File: config.mk
export PLATFORM = sky130hd
export DESIGN_NAME = paf_top
export DESIGN_NICKNAME = d
export VERILOG_FILES = /design/src/hdl/paf_pkg.sv /design/src/hdl/paf_pin.sv /design/src/hdl/paf_top.sv
export SDC_FILE = /design/constraint.sdc
export NUM_CORES = 1
export LEC_CHECK = 0
export ABC_AREA = 1
export BUFFER_PORTS_ARGS = -buffer_cell sky130_fd_sc_hd__buf_4
export CORE_ASPECT_RATIO = 0.8
export CORE_MARGIN = 2
export CORE_UTILIZATION = 40
export CTS_CLUSTER_DIAMETER = 150
export DETAILED_ROUTE_END_ITERATION = 12
export PLACE_DENSITY = 0.75
export SYNTH_ARGS = -nofsm -noshare
export SYNTH_HDL_FRONTEND = slang
export SYNTH_HIERARCHICAL = 1
export SYNTH_SLANG_ARGS = --single-unit
export TNS_END_PERCENT = 1
File: constraint.sdc
create_clock -name i_mclk -period 0.8 [get_ports i_mclk]
set_clock_uncertainty 0.05 [all_clocks]
set_input_delay 0.2 -clock i_mclk [delete_from_list [all_inputs] [get_ports i_mclk]]
set_output_delay 0.2 -clock i_mclk [all_outputs]
set_load 0.02 [all_outputs]
File: src/hdl/paf_pkg.sv
// Package: constants for the port alternate-function override block
package paf_pkg;
    // Pin indices within each port
    localparam int PB_SS = 7;
    localparam int PB_SCK = 5;
    localparam int PB_MISO = 4;
    localparam int PB_MOSI = 3;
    localparam int PB_TCLK = 2;
    localparam int PB_T3OUT = 1;
    localparam int PB_T3CAP = 0;
    localparam int PC_ECIN = 0;
    localparam int PC_DIVIDED_CLOCK_OUT = 1;
    localparam int PD_SERIAL_DATA_IN_PIN = 7;
    localparam int PD_TIMER2_MODULATOR_OUT2 = 6;
    localparam int PD_TIMER2_MODULATOR_OUT1 = 5;
    // Widths
    localparam int PB_W = 8;
    localparam int PC_W = 3;
    localparam int PD_W = 3;
    localparam int PD_LO = 5;
    localparam int T2M_W = 4;
    localparam int CMM_W = 2;
    // Encodings
    localparam logic [T2M_W-1:0] T2M_SSI_SPI = 4'h9;
    localparam logic [CMM_W-1:0] CMM_EXT = 2'h3;
    // Reset values
    localparam logic [PB_W-1:0] PB_RST = 8'h00;
    localparam logic [PC_W-1:0] PC_RST = 3'h0;
    localparam logic [PD_W-1:0] PD_RST = 3'h0;
    // Peripheral input flops; slave-select idles high so reset never selects
    localparam logic [7:0] PER_RST = 8'h10;
endpackage

File: src/hdl/paf_pin.sv
// Generic per-pin override cell: pull-up, direction, value, input enable
`timescale 1ns/10ps
module paf_pin (
    // Register bits
    input wire logic i_dir,
    input wire logic i_data,
    input wire logic i_pud,
    input wire logic i_sleep,
    // Override controls
    input wire logic i_pullup_override_enable,
    input wire logic i_pullup_override_value,
    input wire logic i_ddoe,
    input wire logic i_ddov,
    input wire logic i_port_value_override_enable,
    input wire logic i_port_value_override_value,
    input wire logic i_input_enable_override_enable,
    // Resolved pad controls
    output logic o_oe,
    output logic o_out,
    output logic o_pullup,
    output logic o_in_en
);
    // Override selection, combinational only
    always_comb begin
        o_oe = i_ddoe ? i_ddov : i_dir;
        o_out = i_port_value_override_enable ? i_port_value_override_value : i_data;
        o_pullup = i_pullup_override_enable ? i_pullup_override_value : (!o_oe && i_data && !i_pud);
        // Input forced on when pin change is armed, else off only in sleep
        o_in_en = i_input_enable_override_enable ? 1'b1 : !i_sleep;
    end
endmodule

File: src/hdl/paf_top.sv
// Top: alternate-function override for port B, port C and upper port D
// ----------------------------------------------------------------
// ----------------------------------------------------------------
`timescale 1ns/10ps
module paf_top
    import paf_pkg::*;
(
    // Clock and reset
    input wire logic i_mclk,
    input wire logic i_resetn,
    // Global control
    input wire logic i_global_pullup_disable,
    input wire logic i_sleep,
    input wire logic i_clock_output_fuse,
    input wire logic i_divided_clock_out,
    // Port register bits
    input wire logic [PB_W-1:0] i_portb_data,
    input wire logic [PB_W-1:0] i_portb_dir,
    input wire logic [PC_W-1:0] i_portc_data,
    input wire logic [PC_W-1:0] i_portc_dir,
    input wire logic [PD_W-1:0] i_portd_data,
    input wire logic [PD_W-1:0] i_portd_dir,
    // Pad inputs
    input wire logic [PB_W-1:0] i_portb_pad,
    input wire logic [PC_W-1:0] i_portc_pad,
    input wire logic [PD_W-1:0] i_portd_pad,
    // Pin-change enables
    input wire logic [PB_W-1:0] i_pcmask_b,
    input wire logic [PC_W-1:0] i_pcmask_c,
    input wire logic [PD_W-1:0] i_pcmask_d,
    input wire logic i_pin_change_group_b_enable,
    input wire logic i_pin_change_group_c_enable,
    input wire logic i_pin_change_group_d_enable,
    // SPI
    input wire logic i_spi_enable_bit,
    input wire logic i_spi_master_select,
    input wire logic i_spi_sck_out,
    input wire logic i_spi_master_tx,
    input wire logic i_spi_slave_tx,
    // Timers and clock module
    input wire logic i_timer3_out_en,
    input wire logic i_timer3_modulator_out,
    input wire logic [T2M_W-1:0] i_timer2_mode_field,
    input wire logic i_timer2_out1_en,
    input wire logic i_timer2_modulator_out1,
    input wire logic i_timer2_out2_en,
    input wire logic i_timer2_modulator_out2,
    input wire logic [CMM_W-1:0] i_clock_module_mode,
    input wire logic i_external_clock_pin_select,
    input wire logic i_clock_source_select,
    // Pad drive
    output logic [PB_W-1:0] o_portb_oe,
    output logic [PB_W-1:0] o_portb_out,
    output logic [PB_W-1:0] o_portb_pullup,
    output logic [PB_W-1:0] o_portb_in_en,
    output logic [PC_W-1:0] o_portc_oe,
    output logic [PC_W-1:0] o_portc_out,
    output logic [PC_W-1:0] o_portc_pullup,
    output logic [PC_W-1:0] o_portc_in_en,
    output logic [PD_W-1:0] o_portd_oe,
    output logic [PD_W-1:0] o_portd_out,
    output logic [PD_W-1:0] o_portd_pullup,
    output logic [PD_W-1:0] o_portd_in_en,
    // Readback masking
    output logic o_portc_bit0_data_reads_zero,
    // Peripheral inputs
    output logic [PB_W-1:0] o_pin_change_source_b,
    output logic [PC_W-1:0] o_pin_change_source_c,
    output logic [PD_W-1:0] o_pin_change_source_d,
    output logic o_timer_ext_clock_in_b,
    output logic o_timer3_capture_in,
    output logic o_spi_master_rx,
    output logic o_spi_slave_rx,
    output logic o_spi_slave_select_n,
    output logic o_spi_sck_in,
    output logic o_external_sysclock_in0,
    output logic o_serial_data_in_pin
);
    // ----------------------------------------------------------------
    // Override terms
    // ----------------------------------------------------------------
    logic spi_slave;
    logic spi_master;
    logic external_sysclock_in0_sel;
    logic serial_data_in_pin_sel;
    logic external_sysclock_in0_q;
    logic [PB_W-1:0] b_pullup_override_enable, b_pullup_override_value, b_ddoe, b_port_value_override_enable, b_port_value_override_value, b_input_enable_override_enable;
    logic [PC_W-1:0] c_pullup_override_enable, c_pullup_override_value, c_ddoe, c_ddov, c_port_value_override_enable, c_port_value_override_value, c_input_enable_override_enable;
    logic [PD_W-1:0] d_pullup_override_enable, d_pullup_override_value, d_ddoe, d_port_value_override_enable, d_port_value_override_value, d_input_enable_override_enable;
    logic [PB_W-1:0] b_oe_next, b_out_next, b_pu_next, b_ie_next, pcs_b_next;
    logic [PC_W-1:0] c_oe_next, c_out_next, c_pu_next, c_ie_next, pcs_c_next;
    logic [PD_W-1:0] d_oe_next, d_out_next, d_pu_next, d_ie_next, pcs_d_next;

    assign spi_slave = i_spi_enable_bit && !i_spi_master_select;
    assign spi_master = i_spi_enable_bit && i_spi_master_select;
    assign external_sysclock_in0_sel = (i_clock_module_mode == CMM_EXT) && !i_external_clock_pin_select
        && i_clock_source_select;
    assign serial_data_in_pin_sel = (i_timer2_mode_field == T2M_SSI_SPI);

    // Port B override table
    always_comb begin
        b_pullup_override_enable = '0;
        b_pullup_override_value = '0;
        b_ddoe = '0;
        b_port_value_override_enable = '0;
        b_port_value_override_value = '0;
        // Slave inputs: select, clock, MOSI forced input, pull-up kept
        b_pullup_override_enable[PB_SS] = spi_slave;
        b_pullup_override_enable[PB_SCK] = spi_slave;
        b_pullup_override_enable[PB_MOSI] = spi_slave;
        b_pullup_override_enable[PB_MISO] = spi_master;
        b_pullup_override_value[PB_SS] = i_portb_data[PB_SS] && !i_global_pullup_disable;
        b_pullup_override_value[PB_SCK] = i_portb_data[PB_SCK] && !i_global_pullup_disable;
        b_pullup_override_value[PB_MOSI] = i_portb_data[PB_MOSI] && !i_global_pullup_disable;
        b_pullup_override_value[PB_MISO] = i_portb_data[PB_MISO] && !i_global_pullup_disable;
        b_ddoe[PB_SS] = spi_slave;
        b_ddoe[PB_SCK] = spi_slave;
        b_ddoe[PB_MOSI] = spi_slave;
        b_ddoe[PB_MISO] = spi_master;
        // Output values from SPI and timer 3
        b_port_value_override_enable[PB_SCK] = spi_master;
        b_port_value_override_value[PB_SCK] = i_spi_sck_out;
        b_port_value_override_enable[PB_MOSI] = spi_master;
        b_port_value_override_value[PB_MOSI] = i_spi_master_tx;
        b_port_value_override_enable[PB_MISO] = spi_slave;
        b_port_value_override_value[PB_MISO] = i_spi_slave_tx;
        b_port_value_override_enable[PB_T3OUT] = i_timer3_out_en;
        b_port_value_override_value[PB_T3OUT] = i_timer3_modulator_out;
        // Pin change arms the digital input
        b_input_enable_override_enable = i_pcmask_b & {PB_W{i_pin_change_group_b_enable}};
    end

    // Port C override table
    always_comb begin
        c_pullup_override_enable = '0;
        c_pullup_override_value = '0;
        c_ddoe = '0;
        c_ddov = '0;
        c_port_value_override_enable = '0;
        c_port_value_override_value = '0;
        // Clock out wins over port bits; pull-up off while driving
        c_pullup_override_enable[PC_DIVIDED_CLOCK_OUT] = i_clock_output_fuse;
        c_ddoe[PC_DIVIDED_CLOCK_OUT] = i_clock_output_fuse;
        c_ddov[PC_DIVIDED_CLOCK_OUT] = 1'b1;
        c_port_value_override_enable[PC_DIVIDED_CLOCK_OUT] = i_clock_output_fuse;
        c_port_value_override_value[PC_DIVIDED_CLOCK_OUT] = i_divided_clock_out;
        // Clock input: forced input, no pull-up
        c_pullup_override_enable[PC_ECIN] = external_sysclock_in0_sel;
        c_ddoe[PC_ECIN] = external_sysclock_in0_sel;
        c_input_enable_override_enable = i_pcmask_c & {PC_W{i_pin_change_group_c_enable}};
    end

    // Port D override table, index 0 is pin 5
    always_comb begin
        d_pullup_override_enable = '0;
        d_pullup_override_value = '0;
        d_ddoe = '0;
        d_port_value_override_enable = '0;
        d_port_value_override_value = '0;
        // Pull-up keeps following the data bit, no override needed
        d_ddoe[PD_SERIAL_DATA_IN_PIN-PD_LO] = serial_data_in_pin_sel;
        d_port_value_override_enable[PD_TIMER2_MODULATOR_OUT2-PD_LO] = i_timer2_out2_en;
        d_port_value_override_value[PD_TIMER2_MODULATOR_OUT2-PD_LO] = i_timer2_modulator_out2;
        d_port_value_override_enable[PD_TIMER2_MODULATOR_OUT1-PD_LO] = i_timer2_out1_en;
        d_port_value_override_value[PD_TIMER2_MODULATOR_OUT1-PD_LO] = i_timer2_modulator_out1;
        d_input_enable_override_enable = i_pcmask_d & {PD_W{i_pin_change_group_d_enable}};
    end

    // ----------------------------------------------------------------
    // Per-pin resolution cells
    // ----------------------------------------------------------------
    genvar gi;
    generate
        for (gi = 0; gi < PB_W; gi++) begin : g_pb
            paf_pin u_pin (
                .i_dir(i_portb_dir[gi]), .i_data(i_portb_data[gi]),
                .i_pud(i_global_pullup_disable), .i_sleep(i_sleep),
                .i_pullup_override_enable(b_pullup_override_enable[gi]), .i_pullup_override_value(b_pullup_override_value[gi]),
                .i_ddoe(b_ddoe[gi]), .i_ddov(1'b0),
                .i_port_value_override_enable(b_port_value_override_enable[gi]), .i_port_value_override_value(b_port_value_override_value[gi]), .i_input_enable_override_enable(b_input_enable_override_enable[gi]),
                .o_oe(b_oe_next[gi]), .o_out(b_out_next[gi]),
                .o_pullup(b_pu_next[gi]), .o_in_en(b_ie_next[gi])
            );
        end
        for (gi = 0; gi < PC_W; gi++) begin : g_pc
            paf_pin u_pin (
                .i_dir(i_portc_dir[gi]), .i_data(i_portc_data[gi]),
                .i_pud(i_global_pullup_disable), .i_sleep(i_sleep),
                .i_pullup_override_enable(c_pullup_override_enable[gi]), .i_pullup_override_value(c_pullup_override_value[gi]),
                .i_ddoe(c_ddoe[gi]), .i_ddov(c_ddov[gi]),
                .i_port_value_override_enable(c_port_value_override_enable[gi]), .i_port_value_override_value(c_port_value_override_value[gi]), .i_input_enable_override_enable(c_input_enable_override_enable[gi]),
                .o_oe(c_oe_next[gi]), .o_out(c_out_next[gi]),
                .o_pullup(c_pu_next[gi]), .o_in_en(c_ie_next[gi])
            );
        end
        for (gi = 0; gi < PD_W; gi++) begin : g_pd
            paf_pin u_pin (
                .i_dir(i_portd_dir[gi]), .i_data(i_portd_data[gi]),
                .i_pud(i_global_pullup_disable), .i_sleep(i_sleep),
                .i_pullup_override_enable(d_pullup_override_enable[gi]), .i_pullup_override_value(d_pullup_override_value[gi]),
                .i_ddoe(d_ddoe[gi]), .i_ddov(1'b0),
                .i_port_value_override_enable(d_port_value_override_enable[gi]), .i_port_value_override_value(d_port_value_override_value[gi]), .i_input_enable_override_enable(d_input_enable_override_enable[gi]),
                .o_oe(d_oe_next[gi]), .o_out(d_out_next[gi]),
                .o_pullup(d_pu_next[gi]), .o_in_en(d_ie_next[gi])
            );
        end
    endgenerate

    // ----------------------------------------------------------------
    // Output registers
    // ----------------------------------------------------------------
    logic [PB_W-1:0] b_oe_reg, b_out_reg, b_pu_reg, b_ie_reg, pcs_b_reg;
    logic [PC_W-1:0] c_oe_reg, c_out_reg, c_pu_reg, c_ie_reg, pcs_c_reg;
    logic [PD_W-1:0] d_oe_reg, d_out_reg, d_pu_reg, d_ie_reg, pcs_d_reg;
    logic [7:0] per_reg, per_next;

    // Pad drive next values come from the pin cells; pin-change pad inputs go out as seen, some peripheral inputs gated by SPI or clock-input mode
    always_comb begin
        pcs_b_next = i_portb_pad;
        pcs_c_next = i_portc_pad;
        pcs_d_next = i_portd_pad;
        per_next[0] = i_portb_pad[PB_TCLK];
        per_next[1] = i_portb_pad[PB_T3CAP];
        per_next[2] = spi_master && i_portb_pad[PB_MISO];
        per_next[3] = spi_slave && i_portb_pad[PB_MOSI];
        per_next[4] = spi_slave ? i_portb_pad[PB_SS] : 1'b1;
        per_next[5] = i_portb_pad[PB_SCK];
        per_next[6] = external_sysclock_in0_sel && i_portc_pad[PC_ECIN];
        per_next[7] = i_portd_pad[PD_SERIAL_DATA_IN_PIN-PD_LO];
    end

    // Register stage; clock-out pin flops keep running through reset
    always_ff @(posedge i_mclk or negedge i_resetn) begin
        if (!i_resetn) begin
            b_oe_reg <= PB_RST;
            b_out_reg <= PB_RST;
            b_pu_reg <= PB_RST;
            b_ie_reg <= PB_RST;
            pcs_b_reg <= PB_RST;
            c_ie_reg <= PC_RST;
            pcs_c_reg <= PC_RST;
            d_oe_reg <= PD_RST;
            d_out_reg <= PD_RST;
            d_pu_reg <= PD_RST;
            d_ie_reg <= PD_RST;
            pcs_d_reg <= PD_RST;
            per_reg <= PER_RST;
        end else begin
            b_oe_reg <= b_oe_next;
            b_out_reg <= b_out_next;
            b_pu_reg <= b_pu_next;
            b_ie_reg <= b_ie_next;
            pcs_b_reg <= pcs_b_next;
            c_ie_reg <= c_ie_next;
            pcs_c_reg <= pcs_c_next;
            d_oe_reg <= d_oe_next;
            d_out_reg <= d_out_next;
            d_pu_reg <= d_pu_next;
            d_ie_reg <= d_ie_next;
            pcs_d_reg <= pcs_d_next;
            per_reg <= per_next;
        end
    end

    // Port C drive has no reset so the fuse-selected clock survives reset
    always_ff @(posedge i_mclk) begin
        c_oe_reg <= c_oe_next;
        c_out_reg <= c_out_next;
        c_pu_reg <= c_pu_next;
    end

    // ----------------------------------------------------------------
    // Outputs
    // ----------------------------------------------------------------
    assign o_portb_oe = b_oe_reg;
    assign o_portb_out = b_out_reg;
    assign o_portb_pullup = b_pu_reg;
    assign o_portb_in_en = b_ie_reg;
    assign o_portc_oe = c_oe_reg;
    assign o_portc_out = c_out_reg;
    assign o_portc_pullup = c_pu_reg;
    assign o_portc_in_en = c_ie_reg;
    assign o_portd_oe = d_oe_reg;
    assign o_portd_out = d_out_reg;
    assign o_portd_pullup = d_pu_reg;
    assign o_portd_in_en = d_ie_reg;
    assign o_pin_change_source_b = pcs_b_reg;
    assign o_pin_change_source_c = pcs_c_reg;
    assign o_pin_change_source_d = pcs_d_reg;
    assign o_timer_ext_clock_in_b = per_reg[0];
    assign o_timer3_capture_in = per_reg[1];
    assign o_spi_master_rx = per_reg[2];
    assign o_spi_slave_rx = per_reg[3];
    assign o_spi_slave_select_n = per_reg[4];
    assign o_spi_sck_in = per_reg[5];
    assign o_external_sysclock_in0 = per_reg[6];
    assign o_serial_data_in_pin = per_reg[7];
    assign o_portc_bit0_data_reads_zero = per_reg[6] || (external_sysclock_in0_q);

    // Clock-input select registered for readback masking
    always_ff @(posedge i_mclk or negedge i_resetn) begin
        if (!i_resetn) begin
            external_sysclock_in0_q <= 1'b0;
        end else begin
            external_sysclock_in0_q <= external_sysclock_in0_sel;
        end
    end

    // ----------------------------------------------------------------
    // Checks
    // ----------------------------------------------------------------
    chk_divided_clock_out_force: assert property (@(posedge i_mclk) i_clock_output_fuse |=>
        (o_portc_oe[PC_DIVIDED_CLOCK_OUT] && o_portc_out[PC_DIVIDED_CLOCK_OUT] == $past(i_divided_clock_out)))
        else $error("clock out pin not forced");
    chk_t3_drive: assert property (@(posedge i_mclk) disable iff (!i_resetn)
        i_timer3_out_en |=> o_portb_out[PB_T3OUT] == $past(i_timer3_modulator_out))
        else $error("timer3 value not on pin");
    chk_tclk_route: assert property (@(posedge i_mclk) disable iff (!i_resetn)
        1'b1 |=> o_timer_ext_clock_in_b == $past(i_portb_pad[PB_TCLK]))
        else $error("timer clock input not routed");
    chk_miso_slave: assert property (@(posedge i_mclk) disable iff (!i_resetn)
        spi_slave |=> o_portb_out[PB_MISO] == $past(i_spi_slave_tx))
        else $error("slave data not on miso");
    chk_mosi_in: assert property (@(posedge i_mclk) disable iff (!i_resetn)
        spi_slave |=> !o_portb_oe[PB_MOSI])
        else $error("mosi not forced input as slave");
    chk_serial_data_in_pin_input: assert property (@(posedge i_mclk) disable iff (!i_resetn)
        serial_data_in_pin_sel |=> !o_portd_oe[PD_SERIAL_DATA_IN_PIN-PD_LO])
        else $error("serial in pin not forced input");
    chk_ecin_input: assert property (@(posedge i_mclk) disable iff (!i_resetn)
        external_sysclock_in0_sel |=> !o_portc_oe[PC_ECIN] && o_portc_bit0_data_reads_zero)
        else $error("clock input pin not isolated");
    chk_pc_arm: assert property (@(posedge i_mclk) disable iff (!i_resetn)
        (i_pcmask_b[0] && i_pin_change_group_b_enable) |=> o_portb_in_en[0])
        else $error("armed pin input disabled");
endmodule

==> flow_summary.yaml <==
floorplan:
  rows: 28
  io_pins: 163
  core_area_mm2: 0.00739
  dieArea_mm2: 0.00834
  die-width_um: 102
  initial_core_util: 0.413
  die_y_um: 82.1
place:
  placed_cell_area_mm2: 0.00472
  port_buffers: 162
  dpl.cell_count: 727
  place_ws_ns: -0.322
  hpwl_um: 5770
  place_congestion: 0.808
sta:
  fmax_mhz: 741
  timing.hold.ws_ns: -0.0119
  rsz0062_at_grt: "true"
  setup_viol: 82
  timing.final.crit_share: 1.69
  slew_viol_final: 0
  layout_min_cycle_time_ns: 1.35
  fin_ws_ns: -0.550
  hold_violations: 1
route:
  detailroute.via_count: 2913
  via_per_inst: 3.81
  wl_met3_um: 919
  wirelength_um: 8160
  dr_wl_met2_um: 4350
  antenna_left: 0
  firstDrtPassIters: 4
  top_layer: "met4"
  drt_iter0_markers: 51
  routedLengthMet1_um: 2840
  wl_per_cell_um: 10.7
  drc_errors: 0
power:
  switching_share: 0.292
  combPwrFrac: 0.219
  p_int_mw: 6.19
  p_per_area_mw_per_mm2: 1610
  p_seq_frac: 0.476
  p_leak_nw: 3.14
  switching_power_mw: 2.55
  irDropWorstVdd_v: 0.000786
  p_clk_frac: 0.305
finish:
  final_cells: 764
  drive_above_1_share: 0.302
  finalNetCount: 738
  syn_to_final_growth_pct: 78.1
  fin_area_mm2: 0.00543
  antennaDiodeCount: 0
global_routing:
  grt_max_degree: 26
  antenna_found_initial: 0
  grt_pass1_wl_um: 12500
  grt_overflow: 0
  grt_usage: 0.201
  grt_pass1_vias: 2742
clocking:
  postCtsSetupBuffers: 0
  cts_buffers: 9
  cts_tree: "built"
  cts_sinks: 75
  clockBufferDepth: 2
  cts_max_level: 3
  clockRootBuffer: "clkbuf_8"
  clkTransAtPathRegs_ns: 0.08
logic_synthesis:
  seq_area_frac_synth: 0.601
  yosys.area.top_type_share: 0.533
  synth-seq-cells: 75
  yosysWarnings: 6
  avgSynthCellArea_um2: 7.86
  yosys.cell_types.count: 13
  synthesis.area_mm2: 0.00305
  synth_cells: 388
  synth.largest_area_cell: "dfrtp_1"
  yosys-top-cells-area: "dfrtp_1, nand2_1, inv_1, dfxtp_1, nor2_1"
run:
  max_cap_violations: 0
worst_setup_path:
  cp.arrival_ns: 1.10
  cp_data_required_time_ns: 0.55
  worstSetupEndpointType: "primary output"
  crit_type: "flip-flop to primary output"
  crit_fanout: 2
  start_kind: "flip-flop"
worst_hold_path:
  hold_class: "input pin to flip-flop"
  hold_depth: 2
run_status:
  outcome: "finished, violations left"
  violations: "negative hold slack, negative setup slack"
## worst paths after layout
kind	to	start	slack (ns)
worst max-delay path	o_portc_bit0_data_reads_zero	per_reg[6]	-0.55
max in group asynchronous	per_reg[4]	i_resetn	0.12
worst min-delay path	per_reg[3]	i_spi_master_select	-0.01
min in group asynchronous	o_portb_oe[5]	i_resetn	0.19
## power groups by stage
stage / clock network, mW / logic (mW) / registers (mW)
2_1_floorplan: 0 / 0.400 / 4.49
3_5_place_dp: 0 / 1.65 / 4.18
4_1_cts: 2.78 / 1.88 / 4.16
3_3_place_gp: 0 / 1.62 / 4.17
6_report: 2.66 / 1.91 / 4.16
5_1_grt: 2.94 / 2.10 / 4.18
## kinds of logic after synthesis
kind of cell	count (synthesis)	synth area share
AO/OA/AOI/OAI	14	0.0230
buffers and inverters	127	0.162
flip-flops	75	0.601
other	2	0.00246
AND/OR/NAND/NOR	170	0.212
## through the flow
step / util / TNS (ns) / power [mW]
finish: 0.735 / -24.51 / 8.74
global route: 0.735 / -27.99 / 9.22
CTS: 0.728 / -26.31 / 8.82
detailed placement: 0.638 / -3.95 / 5.83
global placement: 0.638 / -3.39 / 5.79
floorplan: - / -0.817 / 4.89
## cell usage in the layout, fill, tap and decap left out
cell type,count
buf_12,3
buf_4,86
buf_6,77
clkbuf_8,9
clkinv_4,1
clkinvlp_4,2
conb_1,75
dfrtp_1,64
dfrtp_2,1
dfstp_2,1
dfxtp_2,9
dlygate4sd3_1,19
dlymetal6s4s_1,2
inv_1,122
inv_6,4
nand2_1,144
nand2_2,1
nor2_1,19
nor2_4,2
nor3_1,2
nor3b_2,1
o21ai_0,11
o21ai_1,2
o21ai_2,1
or2_4,1
## critical path, cell delays in order (launching register included)
cell	delay, ns
dfrtp_2	0.40
or2_4	0.23
buf_6	0.13
## per-layer routing
metal	vias up	global-route usage
met5	-	0
met4	0	0.0405
met3	5	0.101
met2	113	0.371
met1	1273	0.206
li1	1522	-
## Yosys cell counts
| library cell | number |
|---|---|
| buf_2 | 1 |
| nand2_1 | 145 |
| dfxtp_1 | 9 |
| dfrtp_1 | 65 |
| or2_2 | 1 |
| nor2_1 | 21 |
| buf_4 | 4 |
| inv_1 | 122 |
| o21ai_0 | 14 |
| nor3b_1 | 1 |
| dfstp_2 | 1 |
| conb_1 | 2 |
| nor3_1 | 2 |
## timing repair
item                                    in CTS  in global routing
endpoints found under the setup margin      79                 87
endpoints found under the hold margin       85                  2
gates resized for setup                     82                 14
hold buffers                                20                  1
## final cells by class
class	instances	area [um^2]
inverters	122	458
clock inverters	7	58.8
repair buffers	187	1790
multi-input cells	259	1030
clock buffers	9	124
well taps	105	131
flip-flops and latches	75	1850
fillers	533	1960
(Power assumes the default switching activity.)
